**src/verilog/nrps_cfg.svh**
```systemverilog
// constants for the nand sequencer host controller
// assumes inclusion by the package and the controller modules
`ifndef NRPS_CFG_SVH
`define NRPS_CFG_SVH
`define NRPS_CMD_READ_SETUP   8'h00
`define NRPS_CMD_READ_START   8'h30
`define NRPS_CMD_READ_CACHE   8'h31
`define NRPS_CMD_READ_LAST    8'h3F
`define NRPS_CMD_MULTI_READ   8'h60
`define NRPS_CMD_PROG_SETUP   8'h80
`define NRPS_CMD_PROG_SETUP2  8'h81
`define NRPS_CMD_COL_CHANGE   8'h85
`define NRPS_CMD_PROG_START   8'h10
`define NRPS_CMD_PROG_DIST    8'h11
`define NRPS_CMD_PROG_CACHE   8'h15
`define NRPS_CMD_STATUS       8'h70
`define NRPS_CMD_RESET        8'hFF
// register byte offsets on the ahb side
`define NRPS_OFF_CTRL         8'h00
`define NRPS_OFF_ADDR         8'h04
`define NRPS_OFF_WDATA        8'h08
`define NRPS_OFF_RDATA        8'h0C
`define NRPS_OFF_STATUS       8'h10
// ctrl field layout
`define NRPS_CTRL_OP_LSB      0
`define NRPS_CTRL_CMD_LSB     8
`define NRPS_CTRL_CE_BIT      16
`define NRPS_CTRL_WP_BIT      17
// op encodings
`define NRPS_OP_CMD           3'h1
`define NRPS_OP_ADDR5         3'h2
`define NRPS_OP_ADDR2         3'h3
`define NRPS_OP_WRITE         3'h4
`define NRPS_OP_READ          3'h5
`define NRPS_OP_WAITRDY       3'h6
// strobe timing, in ns
`define NRPS_CLK_NS           40
`define NRPS_STROBE_LOW_NS    25
`define NRPS_STROBE_HIGH_NS   15
// status byte bit positions
`define NRPS_ST_FAIL_CUR      0
`define NRPS_ST_FAIL_PREV     1
`define NRPS_ST_PB_READY      5
`define NRPS_ST_DC_READY      6
`endif

```
**src/verilog/nrps_pkg.sv**
```systemverilog
// types shared by the nand sequencer host controller
// assumes nrps_cfg.svh is on the include path
package nrps_pkg;
`include "nrps_cfg.svh"
   typedef struct packed {
      logic       cmdLatch;
      logic       addrLatch;
      logic       chipEnN;
      logic       writeStrobeN;
      logic       readStrobeN;
      logic       writeProtN;
      logic [7:0] dataOut;
      logic       dataOe;
   } nrps_pins_s;
   typedef enum logic [2:0] {
      NRPS_IDLE  = 3'b000,
      NRPS_SETUP = 3'b001,
      NRPS_LOW   = 3'b010,
      NRPS_HIGH  = 3'b011,
      NRPS_WAIT  = 3'b100
   } nrps_state_e;
endpackage

```
**src/verilog/nrps_strobe_timer.sv**
```systemverilog
// strobe phase timer: counts a phase length in ref_clk cycles
// assumes a synchronous start pulse and a constant length
`timescale 1ns/1ps
module nrps_strobe_timer
   import nrps_pkg::*;
#(
   parameter int WIDTH = 4
) (
   input  wire logic             ref_clk,
   input  wire logic             rstn,
   input  wire logic             start,
   input  wire logic [WIDTH-1:0] length,
   output logic                  done
);
   logic [WIDTH-1:0] count_reg;

   always_ff @(posedge ref_clk or negedge rstn) begin
      if (!rstn) begin
         count_reg <= '0;
      end else if (start) begin
         count_reg <= length;
      end else if (count_reg != '0) begin
         count_reg <= count_reg - 1'b1;
      end
   end

   // done also when idle so a zero length never stalls; it ignores start,
   // since the caller derives start from done and would loop back
   assign done = (count_reg == '0);
endmodule

```
**src/verilog/nrps_host.sv**
```systemverilog
// host controller driving a nand flash over its strobed byte port
// assumes ready_busy_out is pulled up and sampled on ref_clk
// Notes on behaviour
// - read: 00h, five address bytes, 30h
// - restart cached read on block change
// - multi read: one block per district, same page
// - multi read: 60h, 60h, then 30h
// - keep write protect high during multi read
// - 85h plus two bytes moves column
// - between 11h and 81h only 70h or FFh
// - cached program ends with 10h
// - command with cle, address with ale
// - address is five bytes: two column, three row
//
// Our own choices: the AHB-Lite register port and the address map.
`timescale 1ns/1ps
`include "nrps_cfg.svh"
module nrps_host
   import nrps_pkg::*;
#(
   parameter int STROBE_W = 4
) (
   input  wire logic        ref_clk,
   input  wire logic        rstn,
   input  wire logic [31:0] haddr,
   input  wire logic [1:0]  htrans,
   input  wire logic        hwrite,
   input  wire logic [2:0]  hsize,
   input  wire logic [31:0] hwdata,
   input  wire logic        hsel,
   input  wire logic        hready,
   output logic [31:0]      hrdata,
   output logic             hreadyout,
   output logic             hresp,
   output nrps_pins_s       flashPins,
   input  wire logic [7:0]  dataIn,
   input  wire logic        ready_busy_out
);
   localparam int LOW_CYC  =
      (`NRPS_STROBE_LOW_NS + `NRPS_CLK_NS - 1) / `NRPS_CLK_NS;
   localparam int HIGH_CYC =
      (`NRPS_STROBE_HIGH_NS + `NRPS_CLK_NS - 1) / `NRPS_CLK_NS;

   nrps_state_e state_reg;
   logic [2:0]  op_reg;
   logic [7:0]  cmd_reg;
   logic [39:0] addr_reg;
   logic [7:0]  wdata_reg;
   logic [7:0]  rdata_reg;
   logic [2:0]  byteIdx_reg;
   logic [2:0]  byteCnt_reg;
   logic        ce_reg;
   logic        wp_reg;
   logic        busyOp_reg;
   logic        apWrite_reg;
   logic [7:0]  apAddr_reg;
   logic        timerStart;
   logic [STROBE_W-1:0] timerLen;
   logic        timerDone;
   logic        isRead;
   logic        launch;
   logic [2:0]  launchOp;
   logic [7:0]  launchCmd;
   logic        cmdBlocked;
   logic        distPend_reg;
   logic        moreBytes;
   logic [2:0]  outIdx;

   // decode used for bus reads only; the write path compares apAddr_reg directly
   function automatic logic [31:0] read_mux(input logic [7:0] off,
      input logic [31:0] ctrl, input logic [31:0] adr,
      input logic [7:0] rd, input logic [31:0] st);
      case (off)
         `NRPS_OFF_CTRL:   read_mux = ctrl;
         `NRPS_OFF_ADDR:   read_mux = adr;
         `NRPS_OFF_RDATA:  read_mux = {24'h000000, rd};
         `NRPS_OFF_STATUS: read_mux = st;
         default:          read_mux = 32'h00000000;
      endcase
   endfunction

   nrps_strobe_timer #(
      .WIDTH (STROBE_W)
   ) u_timer (
      .ref_clk (ref_clk),
      .rstn    (rstn),
      .start   (timerStart),
      .length  (timerLen),
      .done    (timerDone)
   );

   // address phase capture; the slave answers with zero wait states
   always_ff @(posedge ref_clk or negedge rstn) begin
      if (!rstn) begin
         apWrite_reg <= 1'b0;
         apAddr_reg  <= 8'h00;
      end else if (hready) begin
         apWrite_reg <= hsel && htrans[1] && hwrite;
         apAddr_reg  <= haddr[7:0];
      end
   end

   assign hreadyout = 1'b1;
   assign hresp     = 1'b0;
   assign launch    = apWrite_reg && (apAddr_reg == `NRPS_OFF_CTRL)
                      && (state_reg == NRPS_IDLE) && !cmdBlocked;
   assign launchOp  = hwdata[`NRPS_CTRL_OP_LSB +: 3];
   assign launchCmd = hwdata[`NRPS_CTRL_CMD_LSB +: 8];
   // between 11h and 81h the only commands let out are status read and reset; other ops are not blocked
   assign cmdBlocked = distPend_reg && (launchOp == `NRPS_OP_CMD) &&
                       (launchCmd != `NRPS_CMD_PROG_SETUP2) &&
                       (launchCmd != `NRPS_CMD_STATUS) &&
                       (launchCmd != `NRPS_CMD_RESET);

   // a status read leaves the pending second district untouched
   always_ff @(posedge ref_clk or negedge rstn) begin
      if (!rstn) begin
         distPend_reg <= 1'b0;
      end else if (launch && launchOp == `NRPS_OP_CMD &&
                   launchCmd != `NRPS_CMD_STATUS) begin
         distPend_reg <= (launchCmd == `NRPS_CMD_PROG_DIST);
      end
   end

   always_comb begin
      hrdata = read_mux(apAddr_reg,
         {14'h0000, wp_reg, ce_reg, cmd_reg, 5'h00, op_reg},
         addr_reg[31:0], rdata_reg,
         {30'h00000000, ready_busy_out, state_reg != NRPS_IDLE});
   end

   // software-written steering registers
   always_ff @(posedge ref_clk or negedge rstn) begin
      if (!rstn) begin
         addr_reg  <= 40'h0000000000;
         wdata_reg <= 8'h00;
         ce_reg    <= 1'b0;
         wp_reg    <= 1'b0;
      end else if (apWrite_reg) begin
         if (apAddr_reg == `NRPS_OFF_ADDR) begin
            // software reloads the row per district and block
            addr_reg <= {8'h00, hwdata};  // row byte 2 from bits 31:24, row byte 3 zero
         end
         if (apAddr_reg == `NRPS_OFF_WDATA) begin
            wdata_reg <= hwdata[7:0];
         end
         if (apAddr_reg == `NRPS_OFF_CTRL) begin
            ce_reg <= hwdata[`NRPS_CTRL_CE_BIT];
            wp_reg <= hwdata[`NRPS_CTRL_WP_BIT];
         end
      end
   end

   assign isRead = (op_reg == `NRPS_OP_READ);

   // strobe sequencer
   always_ff @(posedge ref_clk or negedge rstn) begin
      if (!rstn) begin
         state_reg   <= NRPS_IDLE;
         op_reg      <= 3'h0;
         cmd_reg     <= 8'h00;
         byteIdx_reg <= 3'h0;
         byteCnt_reg <= 3'h0;
         busyOp_reg  <= 1'b0;
      end else begin
         case (state_reg)
            NRPS_IDLE: begin
               if (launch) begin
                  op_reg      <= launchOp;
                  cmd_reg     <= hwdata[`NRPS_CTRL_CMD_LSB +: 8];
                  byteIdx_reg <= 3'h0;
                  // five address bytes, two after 85h
                  byteCnt_reg <= (launchOp == `NRPS_OP_ADDR5) ? 3'h5 :
                                 (launchOp == `NRPS_OP_ADDR2) ? 3'h2 :
                                 3'h1;
                  state_reg   <= (launchOp == `NRPS_OP_WAITRDY) ?
                                 NRPS_WAIT : NRPS_SETUP;
               end
            end
            NRPS_SETUP: begin
               state_reg <= NRPS_LOW;
            end
            NRPS_LOW: begin
               if (timerDone) begin
                  state_reg <= NRPS_HIGH;
               end
            end
            NRPS_HIGH: begin
               if (timerDone) begin
                  if (byteIdx_reg + 3'h1 < byteCnt_reg) begin
                     byteIdx_reg <= byteIdx_reg + 3'h1;
                     state_reg   <= NRPS_LOW;
                  end else begin
                     busyOp_reg <= (op_reg == `NRPS_OP_CMD) &&
                        (cmd_reg == `NRPS_CMD_READ_START ||
                         cmd_reg == `NRPS_CMD_READ_CACHE ||
                         cmd_reg == `NRPS_CMD_READ_LAST  ||
                         cmd_reg == `NRPS_CMD_PROG_START ||
                         cmd_reg == `NRPS_CMD_PROG_DIST  ||
                         cmd_reg == `NRPS_CMD_PROG_CACHE ||
                         cmd_reg == `NRPS_CMD_RESET);
                     state_reg <= NRPS_WAIT;
                  end
               end
            end
            NRPS_WAIT: begin
               // after a busy command or waitrdy, hold off until device releases busy; other ops return to idle at once
               if (ready_busy_out || !(busyOp_reg ||
                   op_reg == `NRPS_OP_WAITRDY)) begin
                  busyOp_reg <= 1'b0;
                  state_reg  <= NRPS_IDLE;
               end
            end
            default: state_reg <= NRPS_IDLE;
         endcase
      end
   end

   // read byte capture at end of the low phase; status repeats
   always_ff @(posedge ref_clk or negedge rstn) begin
      if (!rstn) begin
         rdata_reg <= 8'h00;
      end else if (state_reg == NRPS_LOW && timerDone && isRead) begin
         rdata_reg <= dataIn;
      end
   end

   assign timerStart = (state_reg == NRPS_SETUP) ||
                       (state_reg == NRPS_LOW && timerDone) ||
                       (state_reg == NRPS_HIGH && timerDone &&
                        byteIdx_reg + 3'h1 < byteCnt_reg);
   assign timerLen   = (state_reg == NRPS_LOW) ?
                       STROBE_W'(HIGH_CYC) : STROBE_W'(LOW_CYC);

   // next address byte goes out while the strobe is still high, so the
   // port is settled a full cycle before the strobe falls
   assign moreBytes = (byteIdx_reg + 3'h1 < byteCnt_reg);
   assign outIdx    = (state_reg == NRPS_HIGH && timerDone && moreBytes) ?
                      byteIdx_reg + 3'h1 : byteIdx_reg;

   // pin drive; strobes fall only in the low phase
   always_ff @(posedge ref_clk or negedge rstn) begin
      if (!rstn) begin
         flashPins <= '{cmdLatch: 1'b0, addrLatch: 1'b0, chipEnN: 1'b1,
                        writeStrobeN: 1'b1, readStrobeN: 1'b1,
                        writeProtN: 1'b0, dataOut: 8'h00, dataOe: 1'b0};
      end else begin
         flashPins.chipEnN    <= !ce_reg;
         flashPins.writeProtN <= wp_reg;
         // latch enables frame the write strobe
         flashPins.cmdLatch   <= (state_reg != NRPS_IDLE) &&
                                 (op_reg == `NRPS_OP_CMD);
         flashPins.addrLatch  <= (state_reg != NRPS_IDLE) &&
                                 (op_reg == `NRPS_OP_ADDR5 ||
                                  op_reg == `NRPS_OP_ADDR2);
         flashPins.writeStrobeN <= !(state_reg == NRPS_LOW &&
                                     !timerDone && !isRead);
         flashPins.readStrobeN  <= !(state_reg == NRPS_LOW &&
                                     !timerDone && isRead);
         flashPins.dataOe <= (state_reg == NRPS_SETUP ||
                              state_reg == NRPS_LOW ||
                              state_reg == NRPS_HIGH) && !isRead;
         case (op_reg)
            `NRPS_OP_CMD:   flashPins.dataOut <= cmd_reg;
            `NRPS_OP_ADDR5,
            `NRPS_OP_ADDR2: flashPins.dataOut <= addr_reg[outIdx*8 +: 8];
            default:        flashPins.dataOut <= wdata_reg;
         endcase
      end
   end
endmodule

```
**config.mk**
```make
export PLATFORM = sky130hd
export DESIGN_NAME = nrps_host
export DESIGN_NICKNAME = d
export VERILOG_FILES = /design/src/verilog/nrps_pkg.sv /design/src/verilog/nrps_strobe_timer.sv /design/src/verilog/nrps_host.sv
export VERILOG_INCLUDE_DIRS = /design/src /design/src/verilog
export SDC_FILE = /design/constraint.sdc
export NUM_CORES = 1
export LEC_CHECK = 0
export BUFFER_PORTS_ARGS = -buffer_cell sky130_fd_sc_hd__buf_2
export CAP_MARGIN = 20
export CORE_ASPECT_RATIO = 0.75
export CORE_MARGIN = 5
export CORE_UTILIZATION = 39
export CTS_CLUSTER_DIAMETER = 30
export CTS_CLUSTER_SIZE = 10
export DETAILED_ROUTE_END_ITERATION = 10
export GPL_ROUTABILITY_DRIVEN = 1
export SYNTH_ARGS = -nofsm -noshare
export SYNTH_HDL_FRONTEND = slang
export SYNTH_SLANG_ARGS = --single-unit
export TNS_END_PERCENT = 5
```
**constraint.sdc**
```tcl
create_clock -name ref_clk -period 7.2 [get_ports ref_clk]
set_clock_uncertainty 0.05 [all_clocks]
set_input_delay 0.72 -clock ref_clk [delete_from_list [all_inputs] [get_ports ref_clk]]
set_output_delay 0.72 -clock ref_clk [all_outputs]
set_load 0.02 [all_outputs]
```
==> metrics list <==
- Synthesis inferred 100 register bits.
- Sequential-to-total area share from yosys stat: 47.98%
- Counting instances, the worst hold path has a depth of 1.
- Cell Rows: 36
* Worst path bufs/invs: 0
- Most area-consuming cells after synthesis: dfrtp_1, mux2_2, mux4_2
- Total Die Area: 0.01583 mm2
- The congestion estimate from routability-driven global placement came to 0.8324.
* Overall die width: 143.6 um
- In the synthesized netlist, the number of instances is 418.
* Starting Density: 39.99%
- Fmax: 0.2535 GHz
- Global-route wire length before repair: 21,480 um
- After synthesis, the mean cell area works out to 12.50 um2.
- DP Wirelength: 10,040 um
* Clock net sink count: 100
- Dividing total power by cell area gives a power density of 245.0 mW/mm2.
- The critical path goes through ha_1 -> ha_1 -> nand2_1 -> o21ai_1 -> nand2b_1 -> mux2_2 -> a221o_1.
- Insertion delay of the later-clocked pin in the worst-skew pair: 0.34 ns
* Maximum VDD drop: 0.1345 mV
* Vias in the first global route: 3,895
- Along the worst path, the maximum fanout reaches 20.
* Overall routing resource usage: 17.91%
* Outcome: finished clean
- Count of hold buffers inserted by post-cts repair: 0
- N_diodes: 0
- The worst path needs 3.945 ns of the cycle, external delays included.
- Clk slew on worst S/H paths: 0.07 ns
- R2R depth: 7
* Routed met2 length: 6004 um
* CORE AREA: 0.01306 mm2
- Count of yosys warnings during synthesis: 0
- Chip Height: 110.2 um
- In the synthesized netlist the dominant register cell turns out to be dfrtp_1.
- Of the available clock period, the critical path in the final layout requires 54.80%.
- Slew headroom: 33.78%
* Async set-or-reset flop fraction in the synthesized netlist: 100.0%
- The register with the most flip-flops in the layout has 32 of them.
- Setup violations remaining at the end of the flow were counted as 0.
* CP required: 7.37 ns
- At the placement stage, the worst setup path has a slack of 3.218 ns.
- Type of element launching the critical path: flop
* Endpoint of the worst hold-timing path: flashPins[12]
* Share of Yosys cell area claimed by the top area cell type: 46.47%
- The longest clock path from root to sink contains 2 buffers.
* Top cell types by occurrence after synthesis: dfrtp_1, mux2_2, nor2_1, nand2_1
* Area growth, synth to finish: 18.87%
- Worst R2R Start: byteIdx_reg[0]
- Number of gates given a new drive strength after cts: 0
* Dominant cell type by count on the critical path: ha_1
* Leakage Power: 2.899 nW
- TritonCTS built the clock tree.
- Once the clock tree was built, the setup fixing pass inserted 0 buffers.
- The post-route netlist has 42.02% of its cells at a drive strength greater than 1.
* Synth cell types: 59
- The slowest stage of the critical path belongs to the cell dfrtp_1.
- The worst hold path begins at ce_reg.
- Final #Nets: 597
- The final-report max-slew violation count was 0.
- Hold Crit Class: reg -> reg
- Once layout is complete, the utilization of the core stands at 47.54%.
- Largest net degree at the start of global routing: 54
- First-iteration detailed-routing DRC count: 222
* Layout fillers: 1,220
- The final layout contains routed wiring with a total length of 13,510 um.
- Worst-Margin Slew: 0.9932 ns
* Critical path data arrival time: 4.12 ns
- Final hold slack: 0.3444 ns
* Worst path setup slack after routing: 3.255 ns
- The cell family contributing the most delay on the critical path is flip-flops.
- The count of nets left with antenna violations once routing finished came out at 0.
- Summing every instance area after synthesis gives 0.005224 mm2.
* Clock buffer count from CTS: 9
- Using the TritonRoute via totals, the vias-per-cell ratio works out to 5.533.
- For this run, the slowest stage of the critical path takes 1.00 ns.
- Top metal layer carrying routed signals: met4
* Number of I/O port buffers: 101
- The worst setup path is captured at a flop.
- Register-to-register setup slack: 3.25 ns
- Worst flop-to-flop path endpoint: flashPins[3]
- Leading cell type by number of instances after synthesis: dfrtp_1
- The detailed router placed 3,790 vias in this run.
* Total chip power: 1.521 mW
- EDFF count, synth: 0
- For this block, wires on met1 add up to 6535 um.
- Unrepaired setup endpoints after global routing: false
- Drt pass-1 iters: 5
- DRC Markers: 0
* Worst setup path category: reg -> reg
* Remaining global-route overflow: 0
- The synthesized design spends more area on one cell type than any other, namely dfrtp_1.
- Fin Setup TNS: 0 ns
- Nets in the synthesized netlist: 506
* Hold Violations, Final: 0
- Cell at the root of the clock tree: clkbuf_16
- Max-cap violations in this run came to 0.
- Met3 wire len: 868 um
- Top Ports: 132
* H-tree levels: 3
* Average detailed-routed wire length per instance: 19.72 um
* Number of antenna violations at the first check in global routing: 1
[layout by cell type (no fill, tap or decap), types with 5 or more instances in the layout]
master	netlist	routed
a221o_1	10	10
a22o_1	15	15
a22oi_1	8	8
a31oi_1	5	5
and2_1	16	16
buf_2	4	100
clkbuf_16	0	9
dfrtp_1	97	97
ha_1	5	5
inv_1	9	9
mux2_1	12	12
mux2_2	55	55
mux2_4	10	10
mux4_2	16	16
nand2_1	20	20
nand3_1	9	9
nor2_1	26	26
nor3_1	9	9
o21ai_0	8	8
[layer usage]
layer  vias up  global-route usage (%)
li1       1743                       -
met5         -                       0
met1      1909                   27.39
met2       131                   25.58
met4         0                   4.234
met3         7                   4.355
[worst reg2reg max path: cells and delay by family, from the launching register on]
kind / cells / cell delay [ns]
mux: 1 / 0.45
flops: 1 / 1.00
compound gates: 2 / 0.78
fa+ha+maj: 2 / 0.97
simple gates: 2 / 0.57
[how the worst max path moves through the flow]
| stage | slack, ns | endpoint | cells past startpoint | startpoint |
|---|---|---|---|---|
| final | 3.25 | flashPins[3] | 7 | byteIdx_reg[0] |
| after global routing | 2.98 | flashPins[2] | 7 | byteIdx_reg[0] |
| after CTS | 3.23 | flashPins[3] | 7 | byteIdx_reg[0] |
| after detailed placement | 3.22 | flashPins[3] | 7 | byteIdx_reg[0] |
| after global placement | 3.29 | flashPins[1] | 7 | byteIdx_reg[0] |
| after floorplan | 4.65 | hrdata[10] | 5 | apAddr_reg[2] |
[where the power goes]
group / total [mW] / switching [mW] / internal, mW
Clock: 0.572 / 0.212 / 0.360
Combinational: 0.271 / 0.145 / 0.125
Sequential: 0.678 / 0.0611 / 0.617
[cells by family (layout without fill, tap and decap cells)]
group,Yosys count,count (layout),synth area share [%]
flops,100,100,47.98
mux,94,94,24.41
xor+xnor,4,4,0.6708
fa+ha+maj,5,5,1.198
simple gates,110,110,11.66
other cells,2,2,0.1438
buf+inv,35,131,3.257
compound gates,68,68,10.68
[layout make-up]
type                       instances  area (um2)  area share (%)
clock buffer                      11       252.7           4.070
tap                              171       214.0           3.445
multi-input combinational        283        2547           41.02
timing repair buffer             105       545.5           8.785
sequential                       100        2506           40.36
clock inverter                     5       106.4           1.713
inverter                          10       37.54          0.6045
[metrics by stage]
step / std cells / instance area [um2]
finish: 685 / 6210
global route: 685 / 6210
CTS: 684 / 6195
detailed placement: 668 / 5836
global placement: 668 / 5836
floorplan: 418 / 5224
No activity file was read; power rests on OpenSTA's default activity.
